File: config.mk
export PLATFORM = sky130hd
export DESIGN_NAME = pfbu_branch_unit
export DESIGN_NICKNAME = d
export VERILOG_FILES = /design/src/design/pfbu_pkg.sv /design/src/design/pfbu_trap_save_mem.sv /design/src/design/pfbu_branch_unit.sv
export VERILOG_INCLUDE_DIRS = /design/src /design/src/design
export SDC_FILE = /design/constraint.sdc
export NUM_CORES = 1
export LEC_CHECK = 0
export BUFFER_PORTS_ARGS = -buffer_cell sky130_fd_sc_hd__buf_2
export CAP_MARGIN = 20
export CORE_ASPECT_RATIO = 0.8
export CORE_MARGIN = 3
export CORE_UTILIZATION = 50
export CTS_BUF_LIST = sky130_fd_sc_hd__clkbuf_8
export DETAILED_ROUTE_END_ITERATION = 12
export MAX_ROUTING_LAYER = met4
export PLACE_DENSITY = 0.74
export SLEW_MARGIN = 10
export SYNTH_ARGS = -nofsm -noshare
export SYNTH_HDL_FRONTEND = slang
export SYNTH_SLANG_ARGS = --single-unit
export TNS_END_PERCENT = 20
File: constraint.sdc
create_clock -name ref_clk -period 12.06 [get_ports ref_clk]
set_clock_uncertainty 0.15 [all_clocks]
set_input_delay 0 -clock ref_clk [delete_from_list [all_inputs] [get_ports ref_clk]]
set_output_delay 0 -clock ref_clk [all_outputs]
set_load 0.05 [all_outputs]
File: src/design/pfbu_defs.svh
// Register offsets, field positions and reset values of the predicted flag branch unit
`ifndef PFBU_DEFS_SVH
`define PFBU_DEFS_SVH

// Register byte offsets on the APB window
`define PFBU_OFF_CTRL 8'h00
`define PFBU_OFF_STATUS 8'h04
`define PFBU_OFF_MASK 8'h08
`define PFBU_OFF_LAST 8'h0C
`define PFBU_OFF_SPC_LO 8'h10
`define PFBU_OFF_SPC_HI 8'h14
`define PFBU_OFF_SNPC_LO 8'h18
`define PFBU_OFF_SNPC_HI 8'h1C
`define PFBU_OFF_COUNT 8'h20

// Control register fields
`define PFBU_CTRL_TTE 0
`define PFBU_CTRL_DEPTH_LO 4
`define PFBU_CTRL_DEPTH_HI 6

// Status and mask bit positions
`define PFBU_EV_TAKEN 0
`define PFBU_EV_ILLEGAL 1
`define PFBU_EV_XTRAP 2
`define PFBU_EV_MISPRED 3

// Instruction word fields
`define PFBU_F_OP_HI 31
`define PFBU_F_OP_LO 30
`define PFBU_F_ANNUL 29
`define PFBU_F_COND_HI 28
`define PFBU_F_COND_LO 25
`define PFBU_F_SUB_HI 24
`define PFBU_F_SUB_LO 22
`define PFBU_F_CSH 21
`define PFBU_F_CSL 20
`define PFBU_F_PRED 19
`define PFBU_F_OFS_HI 18

// Encodings
`define PFBU_OP_BRANCH 2'h0
`define PFBU_SUB_FLAG 3'h1
`define PFBU_COND_NEVER 4'h0
`define PFBU_COND_ALWAYS 4'h8

// Reset values and build options
`define PFBU_RST_CTRL 32'h00000000
`define PFBU_RST_MASK 4'h0
`define PFBU_TRAP_FEATURE 1'b1

`endif

File: src/design/pfbu_pkg.sv
// Types shared by the predicted flag branch unit
package pfbu_pkg;
  typedef logic [63:0] pfbu_addr_t;
  typedef logic [2:0] pfbu_depth_t;
  typedef enum logic [2:0] {OUT_NONE, OUT_TAKEN, OUT_NOT_TAKEN, OUT_ILLEGAL, OUT_XTRAP} pfbu_outcome_t;
endpackage

File: src/design/pfbu_trap_save_mem.sv
// Per-depth store of saved trap PC and saved trap next PC
`timescale 1ns/10ps
module pfbu_trap_save_mem (
  input wire logic clk, // Core clock
  input wire logic rstN, // Synchronised reset, active low
  input wire logic wrEn, // Write strobe
  input wire pfbu_pkg::pfbu_depth_t wrIdx, // Write depth
  input wire pfbu_pkg::pfbu_addr_t wrPc, // Branch address
  input wire pfbu_pkg::pfbu_addr_t wrNpc, // Pre-branch next PC
  input wire pfbu_pkg::pfbu_depth_t rdIdx, // Read depth
  output pfbu_pkg::pfbu_addr_t rdPc_r, // Registered saved PC
  output pfbu_pkg::pfbu_addr_t rdNpc_r // Registered saved next PC
);
  pfbu_pkg::pfbu_addr_t pcMem [0:7];
  pfbu_pkg::pfbu_addr_t npcMem [0:7];

  // Array left unreset, it is only meaningful once a trap wrote it
  always_ff @(posedge clk)
  begin
    if (wrEn)
    begin
      pcMem[wrIdx] <= wrPc;
      npcMem[wrIdx] <= wrNpc;
    end
  end

  // Registered read port
  always_ff @(posedge clk or negedge rstN)
  begin
    if (!rstN)
    begin
      rdPc_r <= 64'h0000000000000000;
      rdNpc_r <= 64'h0000000000000000;
    end
    else
    begin
      rdPc_r <= pcMem[rdIdx];
      rdNpc_r <= npcMem[rdIdx];
    end
  end
endmodule

File: src/design/pfbu_branch_unit.sv
// Predicted flag branch decode and resolution with APB control and status
//
// Contract
// - The branch is recognised by format subcode 1 under the branch primary opcode.
// - Code-select 00 tests the word flags and code-select high with low clear tests the wide flags.
// - A set code_select_low bit is reserved and raises the illegal-opcode trap instead of branching.
// - Selectors 1001/0001, 1110/0110 and 1111/0111 test zero, negative and overflow clear/set.
// - Selectors 1010/0010 and 1011/0011 are the signed greater and greater-or-equal tests and complements.
// - Selectors 1100/0100 and 1101/0101 are the unsigned greater and carry-clear tests and complements.
// - The target is the branch PC plus four times the sign-extended 19-bit word offset, as a delayed transfer.
// - The always_branch always transfers and annuls the delay slot exactly when the annul bit is 1.
// - The never_branch never transfers and annuls the delay slot exactly when the annul bit is 1.
// - The never_branch target may be offered as a prefetch hint without touching architectural state.
// - A true conditional branch is taken and its delay slot always executes.
// - A false conditional branch with annul bit 1 is not taken and squashes the delay slot.
// - The prediction bit is only a hint and never changes the outcome.
// - With the feature present and transfer_trap_enable 1, a would-be transfer raises the transfer trap.
// - A transfer trap saves the branch PC and the pre-branch next PC at the current trap depth.
// - The never_branch never raises the transfer trap.
`timescale 1ns/10ps
`include "pfbu_defs.svh"
module pfbu_branch_unit (
  input wire logic ref_clk, // Core clock, 25 MHz
  input wire logic reset_n, // Asynchronous reset, active low
  input wire logic [31:0] paddr, // APB address
  input wire logic psel, // APB select
  input wire logic penable, // APB enable
  input wire logic pwrite, // APB direction
  input wire logic [31:0] pwdata, // APB write data
  input wire logic [3:0] pstrb, // APB byte strobes
  output logic [31:0] prdata, // APB read data
  output logic pready, // APB ready
  output logic pslverr, // APB error on unmapped offset
  output logic irq, // Level interrupt
  input wire logic instrValid, // Decode slot holds an instruction
  input wire logic [31:0] instrWord, // Instruction word
  input wire pfbu_pkg::pfbu_addr_t instrPc, // Address of the instruction
  input wire pfbu_pkg::pfbu_addr_t preNextPc, // Next fetch PC before the branch
  input wire logic [3:0] wordFlags, // 32-bit flags {N,Z,V,C}
  input wire logic [3:0] wideFlags, // 64-bit flags {N,Z,V,C}
  output logic resolveValid, // Outcome valid, one cycle
  output logic transferTaken, // Delayed transfer to targetPc
  output pfbu_pkg::pfbu_addr_t targetPc, // Transfer target
  output logic annulSlot, // Squash the delay-slot instruction
  output logic illegalTrap, // Illegal-opcode trap
  output logic transferTrap, // Transfer trap instead of transfer
  output logic prefetchValid, // Prefetch hint strobe
  output pfbu_pkg::pfbu_addr_t prefetchPc, // Prefetch hint address
  output logic predictTaken // Prediction bit passed as a hint
);
  logic rstMeta_r;
  logic rstN;
  logic [31:0] ctrl_r;
  logic [3:0] status_r;
  logic [3:0] mask_r;
  logic [31:0] count_r;
  pfbu_pkg::pfbu_outcome_t last_r;
  pfbu_pkg::pfbu_outcome_t outcomeNxt;
  pfbu_pkg::pfbu_addr_t savedPc;
  pfbu_pkg::pfbu_addr_t savedNpc;

  // Condition test on {N,Z,V,C}; bit 3 of the selector inverts the base test
  function automatic logic evalCond(input logic [3:0] cond, input logic [3:0] f);
    logic n;
    logic z;
    logic v;
    logic c;
    logic base;
    n = f[3];
    z = f[2];
    v = f[1];
    c = f[0];
    case (cond[2:0])
      3'h0: base = 1'b0;
      3'h1: base = z;
      3'h2: base = z | (n ^ v);
      3'h3: base = n ^ v;
      3'h4: base = c | z;
      3'h5: base = c;
      3'h6: base = n;
      default: base = v;
    endcase
    return cond[3] ^ base;
  endfunction

  // Byte-lane merge for APB writes
  function automatic logic [31:0] laneMerge(input logic [31:0] old, input logic [31:0] wd, input logic [3:0] st);
    logic [31:0] res;
    res = old;
    for (int i = 0; i < 4; i++)
    begin
      if (st[i])
      begin
        res[i*8 +: 8] = wd[i*8 +: 8];
      end
    end
    return res;
  endfunction

  // Reset released through two flops
  always_ff @(posedge ref_clk or negedge reset_n)
  begin
    if (!reset_n)
    begin
      rstMeta_r <= 1'b0;
      rstN <= 1'b0;
    end
    else
    begin
      rstMeta_r <= 1'b1;
      rstN <= rstMeta_r;
    end
  end

  // Instruction field decode
  wire logic [3:0] cond = instrWord[`PFBU_F_COND_HI:`PFBU_F_COND_LO];
  wire logic annulBit = instrWord[`PFBU_F_ANNUL];
  wire logic codeSelectHigh = instrWord[`PFBU_F_CSH];
  wire logic codeSelectLow = instrWord[`PFBU_F_CSL];
  wire logic predBit = instrWord[`PFBU_F_PRED];
  wire logic [18:0] wordOffsetField = instrWord[`PFBU_F_OFS_HI:0];
  wire logic isFmt = instrValid && (instrWord[`PFBU_F_OP_HI:`PFBU_F_OP_LO] == `PFBU_OP_BRANCH)
    && (instrWord[`PFBU_F_SUB_HI:`PFBU_F_SUB_LO] == `PFBU_SUB_FLAG);
  wire logic isAlways = (cond == `PFBU_COND_ALWAYS);
  wire logic isNever = (cond == `PFBU_COND_NEVER);
  wire logic isUncond = isAlways || isNever;

  // Flag set choice and branch resolution
  wire logic [3:0] selFlags = codeSelectHigh ? wideFlags : wordFlags;
  wire logic condTrue = evalCond(cond, selFlags);
  wire logic legal = isFmt && !codeSelectLow;
  wire logic illegalNxt = isFmt && codeSelectLow;
  wire logic trapEnable = `PFBU_TRAP_FEATURE & ctrl_r[`PFBU_CTRL_TTE];
  wire logic wouldTransfer = legal && condTrue && !isNever;
  wire logic xtrapNxt = wouldTransfer && trapEnable;
  wire logic takenNxt = wouldTransfer && !trapEnable;
  // Unconditional forms follow the annul bit; conditional ones annul only when false
  wire logic annulNxt = legal && !xtrapNxt && annulBit && (isUncond || !condTrue);
  // Offset sign-extended and scaled to bytes
  wire pfbu_pkg::pfbu_addr_t byteOffset = {{43{wordOffsetField[18]}}, wordOffsetField, 2'b00};
  wire pfbu_pkg::pfbu_addr_t targetNxt = instrPc + byteOffset;
  wire logic prefetchNxt = legal && isNever;
  // Hint compared only for statistics, never fed into the outcome
  wire logic mispredNxt = legal && !isUncond && (predBit != condTrue);
  wire pfbu_pkg::pfbu_depth_t trapDepth = ctrl_r[`PFBU_CTRL_DEPTH_HI:`PFBU_CTRL_DEPTH_LO];

  // Outcome code for the last-outcome register
  always_comb
  begin
    if (illegalNxt)
    begin
      outcomeNxt = pfbu_pkg::OUT_ILLEGAL;
    end
    else if (xtrapNxt)
    begin
      outcomeNxt = pfbu_pkg::OUT_XTRAP;
    end
    else if (takenNxt)
    begin
      outcomeNxt = pfbu_pkg::OUT_TAKEN;
    end
    else if (legal)
    begin
      outcomeNxt = pfbu_pkg::OUT_NOT_TAKEN;
    end
    else
    begin
      outcomeNxt = pfbu_pkg::OUT_NONE;
    end
  end

  // Registered resolution outputs, one cycle after the instruction
  always_ff @(posedge ref_clk or negedge rstN)
  begin
    if (!rstN)
    begin
      resolveValid <= 1'b0;
      transferTaken <= 1'b0;
      targetPc <= 64'h0000000000000000;
      annulSlot <= 1'b0;
      illegalTrap <= 1'b0;
      transferTrap <= 1'b0;
      prefetchValid <= 1'b0;
      prefetchPc <= 64'h0000000000000000;
      predictTaken <= 1'b0;
    end
    else
    begin
      resolveValid <= isFmt;
      transferTaken <= takenNxt;
      targetPc <= targetNxt;
      annulSlot <= annulNxt;
      illegalTrap <= illegalNxt;
      transferTrap <= xtrapNxt;
      prefetchValid <= prefetchNxt;
      prefetchPc <= targetNxt;
      predictTaken <= legal && predBit;
    end
  end

  // Saved trap state lives in its own store, indexed by trap depth
  pfbu_trap_save_mem saveMem (
    .clk(ref_clk),
    .rstN(rstN),
    .wrEn(xtrapNxt),
    .wrIdx(trapDepth),
    .wrPc(instrPc),
    .wrNpc(preNextPc),
    .rdIdx(trapDepth),
    .rdPc_r(savedPc),
    .rdNpc_r(savedNpc)
  );

  // APB decode; zero wait states so pready is constant high
  wire logic apbWrite = psel && penable && pwrite;
  wire logic [7:0] regOff = paddr[7:0];
  wire logic offOk = (paddr[31:8] == 24'h000000) && (regOff <= `PFBU_OFF_COUNT) && (regOff[1:0] == 2'h0);
  wire logic wrCtrl = apbWrite && offOk && (regOff == `PFBU_OFF_CTRL);
  wire logic wrStatus = apbWrite && offOk && (regOff == `PFBU_OFF_STATUS);
  wire logic wrMask = apbWrite && offOk && (regOff == `PFBU_OFF_MASK);
  wire logic [31:0] stClr = wrStatus ? laneMerge(32'h00000000, pwdata, pstrb) : 32'h00000000;
  // Merged mask word; only the low four bits are kept
  wire logic [31:0] maskMerged = laneMerge({28'h0000000, mask_r}, pwdata, pstrb);
  wire logic [3:0] events = {mispredNxt, xtrapNxt, illegalNxt, takenNxt};
  assign pready = 1'b1;
  assign pslverr = psel && penable && !offOk;
  assign irq = |(status_r & mask_r);

  // Read mux
  always_comb
  begin
    if (!offOk)
    begin
      prdata = 32'h00000000;
    end
    else if (regOff == `PFBU_OFF_CTRL)
    begin
      prdata = ctrl_r;
    end
    else if (regOff == `PFBU_OFF_STATUS)
    begin
      prdata = {28'h0000000, status_r};
    end
    else if (regOff == `PFBU_OFF_MASK)
    begin
      prdata = {28'h0000000, mask_r};
    end
    else if (regOff == `PFBU_OFF_LAST)
    begin
      prdata = {27'h0, `PFBU_TRAP_FEATURE, 1'b0, last_r};
    end
    else if (regOff == `PFBU_OFF_SPC_LO)
    begin
      prdata = savedPc[31:0];
    end
    else if (regOff == `PFBU_OFF_SPC_HI)
    begin
      prdata = savedPc[63:32];
    end
    else if (regOff == `PFBU_OFF_SNPC_LO)
    begin
      prdata = savedNpc[31:0];
    end
    else if (regOff == `PFBU_OFF_SNPC_HI)
    begin
      prdata = savedNpc[63:32];
    end
    else
    begin
      prdata = count_r;
    end
  end

  // Control and mask; only defined control bits are kept
  always_ff @(posedge ref_clk or negedge rstN)
  begin
    if (!rstN)
    begin
      ctrl_r <= `PFBU_RST_CTRL;
      mask_r <= `PFBU_RST_MASK;
    end
    else
    begin
      if (wrCtrl)
      begin
        ctrl_r <= laneMerge(ctrl_r, pwdata, pstrb) & 32'h00000071;
      end
      if (wrMask)
      begin
        mask_r <= maskMerged[3:0];
      end
    end
  end

  // Sticky events; a new event wins over a same-cycle write-one clear
  always_ff @(posedge ref_clk or negedge rstN)
  begin
    if (!rstN)
    begin
      status_r <= 4'h0;
      last_r <= pfbu_pkg::OUT_NONE;
      count_r <= 32'h00000000;
    end
    else
    begin
      status_r <= (status_r & ~stClr[3:0]) | events;
      if (isFmt)
      begin
        last_r <= outcomeNxt;
        count_r <= count_r + 32'h00000001;
      end
    end
  end
endmodule

==> results_dict.tcl, run 1 <==
set metrics [dict create \
    result_of_the_run "finished clean" \
    fin_hold_ws_ps 69.3 \
    endpoint_kind "register" \
    cap_viol_max_count 0 \
    power.static_leakage_nw 21.4 \
    grt_pass1_wl_mm 201 \
    design.portCount 412 \
    synth_top_cells_by_area "sky130_fd_sc_hd__edfxtp_1 (63%), sky130_fd_sc_hd__dfrtp_1 (13%), sky130_fd_sc_hd__a22oi_1 (7.9%), sky130_fd_sc_hd__nand4_1 (2.0%), sky130_fd_sc_hd__ha_1 (1.6%)" \
    dieWidth_um 356 \
    dieArea_um2 102000 \
    synth_top_area_share_pct 62.9 \
    ctsHtreeMaxLevel 4 \
    path_common_cell "sky130_fd_sc_hd__dlygate4sd3_1" \
    drc 0 \
    worst_path_dominant_cell_family "buffers and inverters" \
    synth_edf_count 1024 \
    n_fill_cell 6744 \
    tcrit_tclk_final_pct 46.5 \
    clock.fmax_mhz 178 \
    die-height_um 286 \
    finalWeightedCongestion 0.911 \
    critical_path_class "in -> reg" \
    detailedPlacementHpwl_mm 73.5 \
    initial_utilization_pct 50.9 \
    final_antenna_net_count 0 \
    tightestPinTransition_ps 1190 \
    pwr-share-comb_pct 10.4 \
    multi_input_comb_area_um2 10800 \
    setup_total_negative_slack_ps 0 \
    globalRouteTotalUtil_pct 27.2 \
    worstHoldPathType "in -> reg" \
    vdd_ir_drop_max_v 0.000103 \
    worst_ep_arrival_time_ps 5910 \
    final-max-slew-violation-count 0 \
    synth_seq_cells 1272 \
    place_area_um2 51700 \
    std_cell_rows 101 \
    flow.area_growth_from_synthesis_pct 21.1 \
    synth_cell_types 73 \
    syn_inst 3056 \
    final_period_minus_worst_setup_slack_ps 5610 \
    worst_path_max_delay_cell "sky130_fd_sc_hd__and3_4" \
    grt_start_max_net_pins 129 \
    slew-limit-headroom_pct 20.0 \
    synth-seq-area-share_pct 75.6 \
    antenna_found_initial 15 \
    tritoncts_clock_tree "done" \
    hold_viol_final 0 \
    detail_route.first_pass.iterations 6 \
    critPathMaxStageDelay_ps 870 \
    worstPathBufferInverterCount 8 \
    clk_transition_reported_paths_ps 60 \
    list_of_cells_traversed_by_the_critical_path "dlygate4sd3_1 > buf_2 > dlygate4sd3_1 > nor3_2 > dlygate4sd3_1 > buf_4 > nand2b_1 > dlygate4sd3_1 > nor2_1 > and3_4 > buf_4 > buf_4" \
    register_area_um2 37000 \
    share_seq_of_total_power_pct 53.5 \
    power.share.clock_pct 36.2 \
    yosysWarningCount 0 \
    avgViaCountPerCell 6.03 \
    timing.critical_path.fanout_max 46 \
    grt_pass1_vias 31600 \
    clock_sink_count 1272 \
    vias 31800 \
    fraction_of_synthesis_flops_using_an_asynchronous_set_or_reset_pin_pct 19.5 \
    clock-root-buffer "sky130_fd_sc_hd__clkbuf_8" \
    critPathLaunchType "input port" \
    clkLatencyLatePin_ps 850 \
    cts_inserted_buffers 184 \
    synth.most_common_cell "sky130_fd_sc_hd__edfxtp_1" \
    switching_share_pct 25.7 \
    postSynth.topFlopCell "sky130_fd_sc_hd__edfxtp_1" \
    internal-power_mw 6.72 \
    rsz0062_at_grt "false" \
    floorplan.core_area_um2 95900 \
    grt_overflow 0 \
    drive_above_1_share_pct 17.9 \
    synth_top_cells_by_count "sky130_fd_sc_hd__edfxtp_1 (1024), sky130_fd_sc_hd__a22oi_1 (515), sky130_fd_sc_hd__dfrtp_1 (248)" \
    cts.path.max_buffers 3 \
    finalNetCount 4121 \
    average_footprint_of_a_synthesized_cell_um2 16.0 \
    synth.cell_area_um2 48900 \
    powerDensity_nw_per_um2 153 \
    cp_data_required_time_ps 12360 \
    detail_route.iter0.violations 4231 \
    placement.io_buffers 382 \
    yosys.area.top_type "sky130_fd_sc_hd__edfxtp_1" \
    final_area_um2 59200 \
    total_routed_wirelength_mm 136 \
    switching_power_of_the_nets_mw 2.32 \
    post_drt_wl_per_cell_um 25.8 \
    post_cts_buffers 0 \
    setup_viol_count_final 0 \
]
[cells in the final DEF, fill, tap and decap left out, types with 28 or more instances in the layout]
cell type,netlist,routed
sky130_fd_sc_hd__nand4_1,154,154
sky130_fd_sc_hd__dlygate4sd3_1,0,394
sky130_fd_sc_hd__edfxtp_1,1024,1024
sky130_fd_sc_hd__nand3_1,30,30
sky130_fd_sc_hd__dfrtp_1,248,247
sky130_fd_sc_hd__inv_1,24,109
sky130_fd_sc_hd__a211oi_1,60,60
sky130_fd_sc_hd__ha_1,62,62
sky130_fd_sc_hd__mux2i_1,39,39
sky130_fd_sc_hd__buf_2,11,382
sky130_fd_sc_hd__o21ai_0,38,38
sky130_fd_sc_hd__a22oi_1,515,515
sky130_fd_sc_hd__clkbuf_8,0,201
sky130_fd_sc_hd__xnor2_1,68,68
sky130_fd_sc_hd__buf_4,67,32
sky130_fd_sc_hd__xor2_1,28,28
sky130_fd_sc_hd__nor2_1,99,98
sky130_fd_sc_hd__nand2_1,69,68
sky130_fd_sc_hd__a21o_1,40,40
sky130_fd_sc_hd__a21oi_1,117,117
[power groups by stage]
stage,Clock (mW),Sequential (mW),Combinational [mW]
finish,3.27,4.83,0.938
global route,3.52,4.84,0.986
CTS,3.30,4.83,0.921
detailed placement,0,4.92,0.809
global placement,0,4.92,0.801
floorplan,0,5.10,0.440
[cell families after synthesis]
family,synth area share [%]
AO/OA/AOI/OAI,12.5
XOR/XNOR,1.72
adder cells (fa/ha/maj),1.63
buffers and inverters,2.59
flip-flops,75.6
multiplexers,1.05
other,0.00767
AND/OR/NAND/NOR,4.89
[area by class of cell]
type                            instances  area share, %
Antenna cell                           12         0.0507
Timing Repair Buffer                  814           10.5
Multi-Input combinational cell       1519           18.2
Inverter                               25          0.159
Clock inverter                        144           1.28
Clock buffer                          201           4.67
Sequential cell                      1272           62.4
Tap cell                             1287           2.72
[metrics by stage]
stage / utilization, % / setup WS (ps) / cells / power, mW
final: 61.7 / 6450 / 5274 / 9.04
after global routing: 61.7 / 6210 / 5273 / 9.34
after CTS: 61.7 / 6560 / 5261 / 9.06
after detailed placement: 53.9 / 7140 / 4522 / 5.73
after global placement: 53.9 / 7180 / 4522 / 5.72
after floorplan: - / 726 / 3057 / 5.54
[worst min-delay path, delay by kind of cell]
| kind | cells | cell delay [ps] |
|---|---|---|
| xor gates and xnor gates | 1 | 100 |
| adders and majority gates | 1 | 240 |
| buffers and inverters | 2 | 680 |
[sequential cells by signal (all words and copies together), names as in the netlist, 4 cells and up]
signal / flops
status_r: 4
mask_r: 4
prefetchPc: 64
saveMem.npcMem: 512
saveMem.rdPc_r: 64
saveMem.rdNpc_r: 64
count_r: 32
ctrl_r: 4
saveMem.pcMem: 512
[worst paths after layout]
| path | from | end | slack (ps) | cells past startpoint |
|---|---|---|---|---|
| max | instrWord[30] | saveMem.npcMem[2][17]$_DFFE_PP_ | 6450 | 12 |
| min | instrPc[52] | prefetchPc[52]$_DFF_PN0_ | 70 | 4 |
| max reg2reg | ctrl_r[5]$_DFFE_PN0P_ | saveMem.npcMem[2][17]$_DFFE_PP_ | 8230 | 4 |
| min reg2reg | rstN$_DFF_PN0_ | saveMem.rdNpc_r[45]$_DFF_PN0_ | 120 | 0 |
| max in group asynchronous | rstN$_DFF_PN0_ | prefetchPc[57]$_DFF_PN0_ | 9280 | 3 |
| min in group asynchronous | rstN$_DFF_PN0_ | saveMem.rdNpc_r[45]$_DFF_PN0_ | 120 | 0 |
[timing repair]
item,4_1_cts,5_1_grt
hold buffers,394,0
resized for setup,0,0
endpoints found under the hold margin,1127,0
[layer usage]
layer / vias to the layer above / track usage, % / share of wire, %
met5: - / - / 0
met2: 1972 / 41.5 / 47
met3: 216 / 5.55 / 10
li1: 13800 / - / -
met1: 15900 / 38.0 / 40
met4: 0 / 6.69 / 2.0
No activity file was read; power rests on OpenSTA's default activity.
==> run 2: changes to the inputs <==
Settings changed: ABC_AREA from default to 1, PLACE_DENSITY 0.74 to 0.73.
Clock period 12.06 ns to 5.2 ns, I/O delays scaled along.
==> run 2 against run 1 <==
  * Critical path depth shrank 1
  * First-iteration DRC count grew 7.1%
  * Area after synthesis up 4.7%
  * Non-clock buffer count grew 14
  * Critical endpoint is now saveMem.pcMem[6][22]$_DFFE_PP_
  * Highest routed layer unchanged
==> results_dict.tcl, run 2 <==
set metrics [dict create \
    result_of_the_run "finished clean" \
    clock.fmax_mhz 198 \
    worst_path_max_delay_cell "sky130_fd_sc_hd__nor2_4" \
    post_cts_buffers 0 \
    detail_route.iter0.violations 4530 \
    leading_registers_by_flop_count "saveMem.npcMem: 512 flops, saveMem.pcMem: 512 flops" \
    post-route-worst-setup-slack_ps 142 \
    initial_utilization_pct 50.7 \
    critPathLaunchType "input port" \
    cp_data_required_time_ps 5530 \
    layout_commonest_cell "sky130_fd_sc_hd__edfxtp_1" \
    drc 0 \
    tcrit_tclk_final_pct 97.3 \
    clkLatencyLatePin_ps 890 \
    clk_transition_reported_paths_ps 60 \
    cts_inserted_buffers 186 \
    post_drt_wl_per_cell_um 24.2 \
    detail_route.first_pass.iterations 5 \
    dieArea_um2 106000 \
    total_power_draw_mw 21.2 \
    rrSetupSlack_ps 1840 \
    final_antenna_net_count 0 \
    synth.most_common_cell "sky130_fd_sc_hd__edfxtp_1" \
    powerDensity_nw_per_um2 342 \
    grt_start_max_net_pins 148 \
    synth.cell_area_um2 51200 \
    final-max-slew-violation-count 0 \
    rsz0062_at_grt "false" \
    design.portCount 412 \
    finalNetCount 5040 \
    antenna_found_initial 23 \
    cts.path.max_buffers 3 \
    power.static_leakage_nw 23.6 \
    drive_above_1_share_pct 15.3 \
    final_area_um2 62000 \
    yosys.area.top_type "sky130_fd_sc_hd__edfxtp_1" \
    clock-root-buffer "sky130_fd_sc_hd__clkbuf_8" \
    postSynth.topFlopCell "sky130_fd_sc_hd__edfxtp_1" \
    grt_pass1_vias 34900 \
    share_seq_of_total_power_pct 52.9 \
    std_cell_rows 104 \
    setup_total_negative_slack_ps 0 \
    syn_inst 3925 \
    fraction_of_synthesis_flops_using_an_asynchronous_set_or_reset_pin_pct 19.5 \
    avgViaCountPerCell 5.77 \
    clock_sink_count 1272 \
    ctsHtreeMaxLevel 4 \
    flow.area_growth_from_synthesis_pct 21.2 \
    place_ws_ps 1520 \
    total_routed_wirelength_mm 151 \
    finalWeightedCongestion 1.02 \
    globalRouteTotalUtil_pct 28.9 \
    synth_edf_count 1024 \
    synth_seq_cells 1272 \
    floorplan.core_area_um2 101000 \
    endpoint_kind "register" \
    worst_ep_arrival_time_ps 5390 \
    fin_hold_ws_ps 60.5 \
    vias 36000 \
    tritoncts_clock_tree "done" \
    dieWidth_um 364 \
    internal-power_mw 15.6 \
    detailedPlacementHpwl_mm 90.4 \
    list_of_cells_traversed_by_the_critical_path "dlygate4sd3_1 > buf_2 > dlygate4sd3_1 > nor2_1 > dlygate4sd3_1 > nand4_4 > dlygate4sd3_1 > nor2_1 > nand4_1 > nor2_4 > buf_4" \
    grt_overflow 0 \
    synth_top_cells_by_area "sky130_fd_sc_hd__edfxtp_1 (60%), sky130_fd_sc_hd__dfrtp_1 (12%), sky130_fd_sc_hd__nand2_1 (5.4%), sky130_fd_sc_hd__a22oi_1 (2.0%), sky130_fd_sc_hd__nand4_1 (1.9%)" \
    most-common-layout-cells "sky130_fd_sc_hd__edfxtp_1 (1024), sky130_fd_sc_hd__nand2_1 (731), sky130_fd_sc_hd__dlygate4sd3_1 (399)" \
    switching_power_of_the_nets_mw 5.54 \
    die-height_um 292 \
    tightestPinTransition_ps 1030 \
    placement.io_buffers 382 \
    vdd_ir_drop_max_v 0.000278 \
    yosysWarningCount 0 \
    power.share.clock_pct 36.8 \
    average_footprint_of_a_synthesized_cell_um2 13.0 \
    path_common_cell "sky130_fd_sc_hd__dlygate4sd3_1" \
    synth-seq-area-share_pct 72.2 \
    grt_pass1_wl_mm 220 \
    timing.critical_path.fanout_max 29 \
    final_period_minus_worst_setup_slack_ps 5060 \
    slew-limit-headroom_pct 31.0 \
    synth_cell_types 50 \
    switching_share_pct 26.2 \
    synth_top_area_share_pct 60.1 \
    setup_viol_count_final 0 \
    critPathMaxStageDelay_ps 920 \
    hold_viol_final 0 \
    synth_top_cells_by_count "sky130_fd_sc_hd__edfxtp_1 (1024), sky130_fd_sc_hd__nand2_1 (732), sky130_fd_sc_hd__inv_1 (255)" \
    cap_viol_max_count 0 \
    place_area_um2 54300 \
    critical_path_class "in -> reg" \
    worstHoldPathType "in -> reg" \
    pwr-share-comb_pct 10.3 \
]
## run 2: cell types whose count changed after synthesis, sizes merged, moves of 91 or more
cell and change:
nand2 +667, a22oi -379, inv +238, nor2 +153
o21ai +111, a221oi +94, clkbuf -91, nand3 +91
## run 2: final timing paths
kind                                  startpoint                        endpoint  cells past startpoint
max reg2reg                ctrl_r[4]$_DFFE_PN0P_    saveMem.rdPc_r[54]$_DFF_PN0_                      6
min reg2reg                       rstN$_DFF_PN0_    saveMem.rdPc_r[29]$_DFF_PN0_                      0
min                                  instrPc[57]        prefetchPc[57]$_DFF_PN0_                      4
max in group asynchronous         rstN$_DFF_PN0_           mask_r[1]$_DFFE_PN0P_                      1
max                                instrWord[30]  saveMem.pcMem[6][22]$_DFFE_PP_                     11
min in group asynchronous         rstN$_DFF_PN0_    saveMem.rdPc_r[29]$_DFF_PN0_                      0
## run 2: what timing repair did
| item | CTS | global route |
|---|---|---|
| hold buffers | 399 | 0 |
| gates resized for setup | 0 | 0 |
| setup endpoints to repair | 0 | 1 |
| hold endpoints to repair | 1139 | 0 |
## run 2: cells by family after synthesis
kind of cell	Yosys count	synth area share, %
AOI/OAI and AO/OA	687	8.81
DFF	1272	72.2
xor gates and xnor gates	70	1.20
muxes	14	0.274
adders and majority gates	63	1.56
and+or+nand+nor	1347	11.7
other	1	0.00733
buffers and inverters	471	4.17
## run 2: power groups by stage
stage	sequential, mW	clock [mW]	combinational, mW
CTS	11.2	7.89	2.15
global placement	11.4	0	1.88
global route	11.2	8.35	2.30
detailed placement	11.4	0	1.89
finish	11.2	7.80	2.18
floorplan	11.8	0	0.999
## run 2: per-stage QoR
step                instances  utilization (%)
floorplan                3926                -
global placement         5471             53.7
detailed placement       5471             53.7
CTS                      6222             61.3
global route             6237             61.4
finish                   6239             61.4
## run 2: layer usage
layer  GRT usage, %  vias to the layer above  wire length [µm]  share of wire (%)
met4           8.21                        0              3390                2.2
met2           42.6                     2189             68500                 45
li1               -                    15900                 -                  -
met5              -                        -                 0                  0
met3           7.13                      273             18200                 12
met1           40.2                    17600             60900                 40
## run 2: final cells by class
cell class                 count  area, µm²
sequential                  1272      37000
inverter                     264       1000
multi-input combinational   2183      12200
clock buffer                 205       2820
fill                        7653      39000
clock inverter               147        847
antenna                       15       37.5
tap                         1325       1660
timing repair buffer         828       6510
## run 2: worst max-delay path: cells and delay by family
family | cells | cell delay, ps
AND/OR/NAND/NOR | 5 | 2090
buffers and inverters | 6 | 3250
